## src/pkg/pecf_pkg.sv

```systemverilog
// pecf_pkg: constants for the performance event counter and filter block.
// assumes a single core clock domain and a model-specific register access port.
`default_nettype none
package pecf_pkg;
    localparam int          NUM_CTR        = 8;
    localparam int          CTR_W          = 48;
    localparam int          MSR_AW         = 32;
    localparam int          IP_W           = 48;
    // register map
    localparam logic [31:0] EVTSEL_BASE    = 32'h0000_0186;
    localparam logic [31:0] EVTSEL_LAST    = 32'h0000_018D;
    localparam logic [31:0] CTR_BASE       = 32'h0000_00C1;
    localparam logic [31:0] CTR_LAST       = 32'h0000_00C8;
    localparam logic [31:0] UNC_CFG_ADDR   = 32'h0000_0396;
    localparam logic [31:0] UNC_MON_BASE   = 32'h0000_0700;
    localparam logic [31:0] UNC_MON_LAST   = 32'h0000_07FF;
    localparam int          UNC_STRIDE_LSB = 4;
    localparam logic [3:0]  UNC_UNITS_DEF  = 4'h4;
    // event select fields
    localparam int          SEL_EVT_LSB    = 0;
    localparam int          SEL_UMASK_LSB  = 8;
    localparam int          SEL_USR_BIT    = 16;
    localparam int          SEL_OS_BIT     = 17;
    localparam int          SEL_EN_BIT     = 22;
    localparam int          SEL_INV_BIT    = 23;
    localparam int          SEL_COUNT_THRESHOLD_LSB  = 24;
    localparam logic [63:0] SEL_RESET      = 64'h0000_0000_0000_0000;
    // decoded event encodings
    localparam logic [7:0]  EVT_LOAD_RET   = 8'hD1;
    localparam logic [7:0]  UM_LLC_HIT     = 8'h40;
    localparam logic [7:0]  UM_LLC_MISS    = 8'h20;
    localparam logic [7:0]  UM_L2_HIT      = 8'h02;
    localparam logic [7:0]  EVT_DEMAND_OUT = 8'h60;
    localparam logic [7:0]  EVT_DEMAND_REQ = 8'hB0;
    localparam logic [7:0]  UM_DEMAND      = 8'h01;
endpackage
`default_nettype wire

```

## src/core/pecf_counter_filter.sv

```systemverilog
// pecf_counter_filter: eight filtered event counters, register port,
// uncore fault check and branch record source selection.
// assumes pipeline event inputs and register requests are synchronous to clock.
`timescale 1ns/1ps
`default_nettype none

// Function
// - eight counters, each counts its selected event
// - kernel bit 17, user bit 16 filters
// - invert with threshold counts cycles below threshold
// - missing uncore monitor register raises fault
// - no call record for zero-length calls
// - llc load hit D1/40, miss D1/20
// - D1/02 counts locked second-level hits too
// - demand events exclude next-page prefetcher requests
// - abort record holds abort source pointer
module pecf_counter_filter (
    // clock and reset
    input  wire logic                         clock,
    input  wire logic                         resetn,
    // register access port
    input  wire logic                         msrReq,
    input  wire logic                         msrWrite,
    input  wire logic [pecf_pkg::MSR_AW-1:0]  msrAddr,
    input  wire logic [63:0]                  msrWdata,
    output logic      [63:0]                  msrRdata,
    output logic                              msrDone,
    output logic                              generalProtectionFault,
    // privilege of the current cycle
    input  wire logic                         kernelLevel,
    // generic event bus
    input  wire logic [7:0]                   evtCode,
    input  wire logic [7:0]                   evtUmask,
    input  wire logic [3:0]                   evtCount,
    // retired load and demand request attributes
    input  wire logic                         loadRetired,
    input  wire logic                         loadLlcHit,
    input  wire logic                         loadL2Hit,
    input  wire logic                         loadLocked,
    input  wire logic                         demandReq,
    input  wire logic                         demandFromPrefetcher,
    input  wire logic [3:0]                   demandOutstanding,
    // call and abort sources
    input  wire logic                         callValid,
    input  wire logic [pecf_pkg::IP_W-1:0]    callIp,
    input  wire logic [3:0]                   callLen,
    input  wire logic [pecf_pkg::IP_W-1:0]    callTarget,
    input  wire logic                         abortValid,
    input  wire logic [pecf_pkg::IP_W-1:0]    abortIp,
    input  wire logic [pecf_pkg::IP_W-1:0]    abortHandler,
    // branch record stack push
    output logic                              recPush,
    output logic      [pecf_pkg::IP_W-1:0]    recFrom,
    output logic      [pecf_pkg::IP_W-1:0]    recTo
);
    import pecf_pkg::*;

    logic [63:0]      evtSel_r [NUM_CTR];
    logic [63:0]      evtSel_nxt [NUM_CTR];
    logic [CTR_W-1:0] ctr_r [NUM_CTR];
    logic [CTR_W-1:0] ctr_nxt [NUM_CTR];
    logic [3:0]       uncoreUnitCount_r;
    logic [63:0]      msrRdata_r;
    logic [63:0]      msrRdata_nxt;
    logic             msrDone_r;
    logic             msrDone_nxt;
    logic             fault_r;
    logic             fault_nxt;
    logic             recPush_r;
    logic             recPush_nxt;
    logic [IP_W-1:0]  recFrom_r;
    logic [IP_W-1:0]  recFrom_nxt;
    logic [IP_W-1:0]  recTo_r;
    logic [IP_W-1:0]  recTo_nxt;

    // register address decode
    logic        hitSel;
    logic        hitCtr;
    logic        hitUncCfg;
    logic        hitUncMon;
    logic [2:0]  selIdx;
    logic [2:0]  ctrIdx;
    logic [7:0]  uncUnit;
    logic        uncMissing;

    assign hitSel     = (msrAddr >= EVTSEL_BASE) && (msrAddr <= EVTSEL_LAST);
    assign hitCtr     = (msrAddr >= CTR_BASE) && (msrAddr <= CTR_LAST);
    assign hitUncCfg  = (msrAddr == UNC_CFG_ADDR);
    assign hitUncMon  = (msrAddr >= UNC_MON_BASE) && (msrAddr <= UNC_MON_LAST);
    assign selIdx     = 3'(msrAddr - EVTSEL_BASE);
    assign ctrIdx     = 3'(msrAddr - CTR_BASE);
    assign uncUnit    = 8'((msrAddr - UNC_MON_BASE) >> UNC_STRIDE_LSB);
    assign uncMissing = hitUncMon && (uncUnit >= {4'h0, uncoreUnitCount_r});

    // decoded load and demand occurrences
    logic llcHitOcc;
    logic llcMissOcc;
    logic l2HitOcc;
    logic demandOcc;

    assign llcHitOcc  = loadRetired && loadLlcHit;
    assign llcMissOcc = loadRetired && !loadLlcHit && !loadL2Hit;
    // locked loads count like any other second-level hit
    assign l2HitOcc   = loadRetired && loadL2Hit;
    assign demandOcc  = demandReq && !demandFromPrefetcher;

    // register access answer
    always_comb begin
        msrDone_nxt  = msrReq;
        fault_nxt    = 1'b0;
        msrRdata_nxt = 64'h0000_0000_0000_0000;
        if (msrReq) begin
            if (hitSel) begin
                msrRdata_nxt = evtSel_r[selIdx];
            end else if (hitCtr) begin
                msrRdata_nxt = {{(64-CTR_W){1'b0}}, ctr_r[ctrIdx]};
            end else if (hitUncCfg) begin
                msrRdata_nxt = {60'h0, uncoreUnitCount_r};
                fault_nxt    = msrWrite;
            end else if (hitUncMon) begin
                fault_nxt    = uncMissing;
            end else begin
                fault_nxt    = 1'b1;
            end
        end
    end

    // per-counter select storage, filter and increment
    genvar gi;
    generate
        for (gi = 0; gi < NUM_CTR; gi++) begin : g_ctr
            logic [7:0] selCode;
            logic [7:0] selUmask;
            logic [7:0] count_threshold;
            logic       invert_flag;
            logic       privOk;
            logic       match;
            logic [3:0] occ;
            logic       over;
            logic       wrSel;
            logic       wrCtr;

            assign selCode  = evtSel_r[gi][SEL_EVT_LSB +: 8];
            assign selUmask = evtSel_r[gi][SEL_UMASK_LSB +: 8];
            assign count_threshold    = evtSel_r[gi][SEL_COUNT_THRESHOLD_LSB +: 8];
            assign invert_flag      = evtSel_r[gi][SEL_INV_BIT];
            assign privOk   = (kernelLevel && evtSel_r[gi][SEL_OS_BIT])
                           || (!kernelLevel && evtSel_r[gi][SEL_USR_BIT]);
            assign wrSel    = msrReq && msrWrite && hitSel && (selIdx == 3'(gi));
            assign wrCtr    = msrReq && msrWrite && hitCtr && (ctrIdx == 3'(gi));

            always_comb begin
                match = 1'b0;
                occ   = 4'h0;
                if (selCode == EVT_LOAD_RET && selUmask == UM_LLC_HIT) begin
                    occ = {3'h0, llcHitOcc};
                end else if (selCode == EVT_LOAD_RET && selUmask == UM_LLC_MISS) begin
                    occ = {3'h0, llcMissOcc};
                end else if (selCode == EVT_LOAD_RET && selUmask == UM_L2_HIT) begin
                    occ = {3'h0, l2HitOcc};
                end else if (selCode == EVT_DEMAND_REQ && selUmask == UM_DEMAND) begin
                    occ = {3'h0, demandOcc};
                end else if (selCode == EVT_DEMAND_OUT && selUmask == UM_DEMAND) begin
                    occ = demandFromPrefetcher ? 4'h0 : demandOutstanding;
                end else if (selCode == evtCode && selUmask == evtUmask) begin
                    occ = evtCount;
                end
                match = (occ != 4'h0);
                over  = ({4'h0, occ} >= count_threshold);
            end

            always_comb begin
                evtSel_nxt[gi] = wrSel ? msrWdata : evtSel_r[gi];
                ctr_nxt[gi]    = ctr_r[gi];
                if (wrCtr) begin
                    ctr_nxt[gi] = msrWdata[CTR_W-1:0];
                end else if (evtSel_r[gi][SEL_EN_BIT] && privOk) begin
                    if (count_threshold != 8'h00) begin
                        // threshold mode counts cycles; invert counts cycles below threshold, even with no event
                        if (over ^ invert_flag) begin
                            ctr_nxt[gi] = ctr_r[gi] + CTR_W'(1);
                        end
                    end else if (match) begin
                        ctr_nxt[gi] = ctr_r[gi] + CTR_W'(occ);
                    end
                end
            end

            always_ff @(posedge clock or negedge resetn) begin
                if (!resetn) begin
                    evtSel_r[gi] <= SEL_RESET;
                    ctr_r[gi]    <= '0;
                end else begin
                    evtSel_r[gi] <= evtSel_nxt[gi];
                    ctr_r[gi]    <= ctr_nxt[gi];
                end
            end
        end
    endgenerate

    // branch record source selection
    logic [IP_W-1:0] nextIp;
    logic            zeroLenCall;

    assign nextIp      = callIp + IP_W'(callLen);
    assign zeroLenCall = (callTarget == nextIp);

    always_comb begin
        recPush_nxt = 1'b0;
        recFrom_nxt = recFrom_r;
        recTo_nxt   = recTo_r;
        if (abortValid) begin
            // abort inside a string op reports the aborting instruction itself
            recPush_nxt = 1'b1;
            recFrom_nxt = abortIp;
            recTo_nxt   = abortHandler;
        end else if (callValid && !zeroLenCall) begin
            recPush_nxt = 1'b1;
            recFrom_nxt = callIp;
            recTo_nxt   = callTarget;
        end
    end

    always_ff @(posedge clock or negedge resetn) begin
        if (!resetn) begin
            uncoreUnitCount_r <= UNC_UNITS_DEF;
            msrRdata_r        <= 64'h0000_0000_0000_0000;
            msrDone_r         <= 1'b0;
            fault_r           <= 1'b0;
            recPush_r         <= 1'b0;
            recFrom_r         <= '0;
            recTo_r           <= '0;
        end else begin
            uncoreUnitCount_r <= uncoreUnitCount_r;
            msrRdata_r        <= msrRdata_nxt;
            msrDone_r         <= msrDone_nxt;
            fault_r           <= fault_nxt;
            recPush_r         <= recPush_nxt;
            recFrom_r         <= recFrom_nxt;
            recTo_r           <= recTo_nxt;
        end
    end

    assign msrRdata               = msrRdata_r;
    assign msrDone                = msrDone_r;
    assign generalProtectionFault = fault_r;
    assign recPush                = recPush_r;
    assign recFrom                = recFrom_r;
    assign recTo                  = recTo_r;
endmodule

`default_nettype wire

```

## config.mk

```make
export PLATFORM = sky130hd
export DESIGN_NAME = pecf_counter_filter
export DESIGN_NICKNAME = d
export VERILOG_FILES = /design/src/pkg/pecf_pkg.sv /design/src/core/pecf_counter_filter.sv
export SDC_FILE = /design/constraint.sdc
export NUM_CORES = 2
export LEC_CHECK = 0
export BUFFER_PORTS_ARGS = -buffer_cell sky130_fd_sc_hd__clkbuf_2
export CAP_MARGIN = 10
export CELL_PAD_IN_SITES_DETAIL_PLACEMENT = 1
export CELL_PAD_IN_SITES_GLOBAL_PLACEMENT = 1
export CORE_ASPECT_RATIO = 1.75
export CORE_MARGIN = 1
export CORE_UTILIZATION = 52
export CTS_CLUSTER_SIZE = 14
export DETAILED_ROUTE_END_ITERATION = 10
export PLACE_DENSITY = 0.89
export SYNTH_ARGS = -nofsm -noshare
export SYNTH_HDL_FRONTEND = slang
export SYNTH_SLANG_ARGS = --single-unit
```

## constraint.sdc

```tcl
create_clock -name clock -period 10.2 [get_ports clock]
set_input_delay 0.51 -clock clock [delete_from_list [all_inputs] [get_ports clock]]
set_output_delay 0.51 -clock clock [all_outputs]
set_load 0.005 [all_outputs]
```

Word-level counts from Yosys, hierarchy flattened

Index checks and enable logic that the tools add are counted.

Bitwise logic cells: 10
$add $sub $neg: 20
Mux-type cells: 110
Reductions and logical operators: 157
Eq/ne operators: 96
Order comparisons: 17

Operators by type and width:

| cell                  | number |
|---|---|
| $mux 48               | 47 |
| $add 48x4->48         | 9 |
| $add 48x1->48 const B | 8 |
| $mux 64               | 4 |
| $mux 4                | 49 |
| $bmux 64 s3           | 1 |
| $bmux 48 s3           | 1 |
| $eq 8x7->1 const B    | 16 |
| $eq 8x8->1            | 16 |
| $eq 8x8->1 const B    | 16 |
| $logic_and 1x1->1     | 101 |
| $eq 8x1->1 const B    | 8 |
| $eq 8x2->1 const B    | 8 |
| $eq 8x6->1 const B    | 8 |
| $ge 4x8->1            | 8 |
| $reduce_bool 8->1     | 8 |
| $eq 48x48->1          | 1 |
| $eq 32x10->1 const B  | 1 |
| $ge 32x11->1 const B  | 1 |
| $ge 32x8->1 const B   | 1 |
| $ge 32x9->1 const B   | 1 |
| $le 32x11->1 const B  | 1 |
| $le 32x8->1 const B   | 1 |
| $le 32x9->1 const B   | 1 |
| 20 further kinds      | 94 |

Word-level logic and storage cells: 432
Output and inout bits: 163
Flip-flop bits (word level): 1059

Depth between registers and ports, before layout

Depth after elaboration: 14
Mapped depth: 21
Gate-level depth less buffers: 19

Least setup slack after synthesis

No wires, ideal clock.

Kind: register -> register
Start point: register evtSel_r[137] (netlist bit)
End point: register ctr_r[119] (netlist bit)
Cell stages (with the launch flop): 21
Path slack: 5.319 ns
Buffers on the path: 2
Period minus slack after synthesis: 4.881 ns
Arrival: 4.757 ns
Required time: 10.076 ns
Cells stage by stage: dfrtp_1 -> buf_2 -> nor4bb_1 -> nand4_1 -> nor4b_2 -> nor3_1 -> a2111oi_0 -> or2_2 -> a21oi_1 -> a311oi_1 -> ha_1 -> nand2b_1 -> a21o_1 -> a21o_1 -> a21oi_1 -> o21a_1 -> o31ai_1 -> or4_1 -> buf_2 -> o21a_1 -> o31a_1

Cells in the longest elaborated chain, start to end: 13

RTL lines:

| item                             | RTL line                   | text |
|---|---|---|
| start: declaration               | pecf_counter_filter.sv:58  | `logic [63:0] evtSel_r [NUM_CTR];` |
| start signal: indexed assignment | pecf_counter_filter.sv:194 | `evtSel_r[gi] <= evtSel_nxt[gi];` |
| $eq 8x8->1                       | pecf_counter_filter.sv:165 | `end else if (selCode == evtCode && selUmask == evtUmask) begin` |
| $logic_and 1x1->1                | pecf_counter_filter.sv:165 |  |
| $mux 4                           | pecf_counter_filter.sv:165 |  |
| $mux 4                           | pecf_counter_filter.sv:163 | `end else if (selCode == EVT_DEMAND_OUT && selUmask == UM_DEMAND) begin` |
| $mux 4                           | pecf_counter_filter.sv:161 | `end else if (selCode == EVT_DEMAND_REQ && selUmask == UM_DEMAND) begin` |
| $mux 4                           | pecf_counter_filter.sv:159 | `end else if (selCode == EVT_LOAD_RET && selUmask == UM_L2_HIT) begin` |
| $mux 4                           | pecf_counter_filter.sv:157 | `end else if (selCode == EVT_LOAD_RET && selUmask == UM_LLC_MISS) begin` |
| $mux 4 *                         | pecf_counter_filter.sv:155 | `if (selCode == EVT_LOAD_RET && selUmask == UM_LLC_HIT) begin` |
| $add 48x4->48                    | pecf_counter_filter.sv:184 | `ctr_nxt[gi] = ctr_r[gi] + CTR_W'(occ);` |
| $mux 48                          | pecf_counter_filter.sv:183 | `end else if (match) begin` |
| $mux 48                          | pecf_counter_filter.sv:178 | `if (count_threshold != 8'h00) begin` |
| $mux 48                          | pecf_counter_filter.sv:177 | `end else if (evtSel_r[gi][SEL_EN_BIT] && privOk) begin` |
| $mux 48                          | pecf_counter_filter.sv:175 | `if (wrCtr) begin` |
| end signal: indexed assignment   | pecf_counter_filter.sv:195 | `ctr_r[gi] <= ctr_nxt[gi];` |
| end: declaration                 | pecf_counter_filter.sv:60  | `logic [CTR_W-1:0] ctr_r [NUM_CTR];` |

Mark *: on every way between the ends. The rest lies on a longest branch, timed or not. The select of a mux whose other input is x is not followed.
A chain may end at the register's enable or synchronous reset.

Worst setup path in the final report

Start point: register evtSel_r[74] (netlist bit)
End point: register ctr_r[83] (netlist bit)

Same word-level chain as after synthesis.

==> flow_metrics.tcl <==
set metrics [dict create \
    antenna_left 0 \
    drt_pass1_iterations 7 \
    tritoncts "yes" \
    drc 0 \
    clk_latency_ps 770 \
    synth_fp_nets 6825 \
    relSlewSlack_pct 5.475 \
    grt_use_total_pct 48.96 \
    numPortBuffers 490 \
    fillCellCount 13360 \
    crit_start "evtSel_r[74]" \
    synth_area_leaders "dfrtp_1 41%, mux2_2 9.0%, mux4_2 7.8%" \
    cts_setup_buffers 0 \
    grt_pass1_vias 65040 \
    slew_viol_final 0 \
    ys_warn_count 0 \
    yosys.area.top_type "dfrtp_1" \
    netlist_instances 6413 \
    io_pins 492 \
    cpMaxStageDelayCell "nor4_1" \
    cp-endpoint "ctr_r[83]" \
    rsz0062_at_grt "false" \
    die_w_um 268.8 \
    finalHoldViolations 0 \
    antenna_found_initial 44 \
    async_flop_share_pct 100.0 \
    gp_congestion 1.038 \
    num_rows 170 \
    dr.first_iter.drc_count 6862 \
    cp.required_ps 10860 \
    regToRegSetupSlack_ps 3580 \
    layout_common_cells "1059 x dfrtp_1, 624 x nand2_1, 526 x nor2_1, 520 x mux2_2, 485 x clkbuf_2" \
    hold_ws_ps 61.86 \
    core_um2 123200 \
    final_common_cell "dfrtp_1" \
    hp-class "in -> reg" \
    nets 7025 \
    syn_area_per_cell_um2 10.10 \
    ys.flop_type "dfrtp_1" \
    grt_max_degree 178 \
    wl_per_cell_um 36.93 \
    crit_path_max_incr_delay_ps 950 \
    drive_gt1_share_pct 23.81 \
    area_delta_synth_final_pct 11.06 \
    leakage_nw 31.84 \
    synth_area_um2 64760 \
    h-tree-depth 3 \
    place_hpwl_mm 201.2 \
    crit_path_start_kind "flip-flop" \
    initial_core_util_pct 52.58 \
    r2r_start "evtSel_r[74]" \
    powerDensity_nw_per_um2 127.7 \
    path_cells "nor4_1 -> nand2_1 -> or3_1 -> a311oi_1 -> o22a_1 -> ha_1 -> nand2b_1 -> a21o_1 -> a21o_1 -> a21oi_1 -> o21ai_0 -> nand3_1 -> buf_4 -> nand3_1 -> or4_1 -> a31oi_1" \
    root_buffer "clkbuf_16" \
    cp_data_arrival_time_ps 7280 \
    finish.utilization_pct 58.40 \
    clk_pin_slew_ps 70 \
    grt_first_pass_wirelength_mm 445.9 \
    die_area_um2 126000 \
    cap_violations 0 \
    synth-seq-cells 1059 \
    peakVddDrop_uv 119.1 \
    vias 60790 \
    tightest_slew_ps 1418 \
    grt-ovfl-total 0 \
    seqPwrFrac_pct 46.5 \
    combPwrFrac_pct 10.2 \
    p_int_w 0.006626 \
    status "completed" \
    synth_top_area_share_pct 40.92 \
    end_kind "flip-flop" \
    max_freq_ghz 0.1509 \
    seq_area_frac_synth_pct 40.92 \
    via_per_inst 7.284 \
    switching_share_pct 27.87 \
    fin_crit_ps 6625 \
    power.total_w 0.009186 \
    period_share_pct 64.95 \
    cts_buffer_depth 3 \
    clock-skew-final_ps 35.83 \
    synth-edff-count 0 \
    clock_sinks 1059 \
    design_area_um2 71920 \
    power.net_switching_w 0.002561 \
    power_frac_clock_pct 43.3 \
    setup_violations 0 \
    place_area_um2 68490 \
    regToRegEndpoint "ctr_r[83]" \
    cts_buffers 99 \
    critical_path_peak_fanout 26 \
    crit_type "reg -> reg" \
    yosysUniqueCellTypes 89 \
    dieHeight_um 468.8 \
    rr_worst_depth 16 \
    setup_tns_ps 0 \
    wirelength_mm 308.2 \
]
## power by group through the flow
stage | Combinational (W) | Sequential [W] | Clock [W]
after floorplan | 0.000398 | 0.00435 | 0
after global placement | 0.000841 | 0.00435 | 0
after detailed placement | 0.000864 | 0.00435 | 0
after CTS | 0.000875 | 0.00427 | 0.00396
after global routing | 0.000966 | 0.00428 | 0.00409
final | 0.000937 | 0.00427 | 0.00398
## what timing repair did
action,CTS,global route
hold buffers,1,0
hold endpoints to repair,85,0
resized for setup,0,0
## cell type report
| cell class | instances | area, um2 | share of cell area (%) |
|---|---|---|---|
| antenna | 27 | 67.56 | 0.09394 |
| clock buffer | 135 | 2854 | 3.968 |
| timing repair buffer | 592 | 3332 | 4.633 |
| sequential | 1059 | 26500 | 36.85 |
| clock inverter | 38 | 432.9 | 0.6019 |
| multi-input combinational | 4768 | 36340 | 50.52 |
| tap | 1634 | 2044 | 2.843 |
| inverter | 93 | 354.1 | 0.4923 |
## registers in the layout (all words and copies together), names as in the netlist
register,flops
evtSel_r,512
ctr_r,384
msrRdata,64
recFrom,48
recTo,48
generalProtectionFault,1
msrDone,1
recPush,1
## logic make-up (layout without fill, tap and decap cells)
family	Yosys count	in the layout	share of synthesized area, %
xor+xnor	503	503	6.803
simple gates	2240	2240	17.37
buf+inv	586	858	3.505
other cells	0	27	0
flops	1059	1059	40.92
mux	878	878	18.90
compound gates	1064	1064	10.79
fa+ha+maj	83	83	1.708
## per-stage QoR
stage | std cells | setup slack (ps)
global route | 8332 | 3342
global placement | 8139 | 3955
CTS | 8313 | 3827
finish | 8346 | 3575
floorplan | 6413 | 5319
detailed placement | 8139 | 3875
## worst min-delay path by stage
stage | depth (start not counted) | endpoint | from | slack (ps)
floorplan | 0 | ctr_r[0] | resetn | 210
global placement | 1 | evtSel_r[127] | evtSel_r[127] | 480
detailed placement | 1 | evtSel_r[227] | evtSel_r[227] | 490
CTS | 4 | recTo[34] | abortHandler[34] | 50
global route | 4 | recTo[34] | abortHandler[34] | 80
finish | 4 | recTo[34] | abortHandler[34] | 60
## Yosys cell counts (33+ instances only)
library cell  count
a21oi_1         260
clkbuf_1        421
xnor2_1         332
nor4b_1          45
nor3_1          147
o31ai_1         116
inv_1            90
and2_1           93
buf_1            36
nand2_1         639
nand3_1         138
and3_1           79
ha_1             74
xor2_1          171
o21ai_0         223
a211oi_1         95
or3_1            59
dfrtp_1        1059
o22ai_1          57
mux4_2          224
o311a_1          96
or4_1            33
nand4_1         125
nor2_1          526
a21o_1           47
a31oi_1          51
mux2i_1         134
nand2b_1         45
mux2_2          520
nor4_1          142
## routing by layer
metal | vias to the layer above | part of all wire [%] | GRT usage, %
li1 | 23860 | - | -
met1 | 30330 | 30 | 48.10
met2 | 4519 | 46 | 76.23
met3 | 2061 | 11 | 18.17
met4 | 24 | 13 | 52.37
met5 | - | 0.057 | 0
## worst max-delay path, delay by kind of cell (launching register included)
kind            cells  cell delay, ps
fa+ha+maj           1             290
compound gates      7            1600
buf+inv             1             290
simple gates        7            3900
flops               1             430
Note: power is estimated with default switching activity, not from simulation.
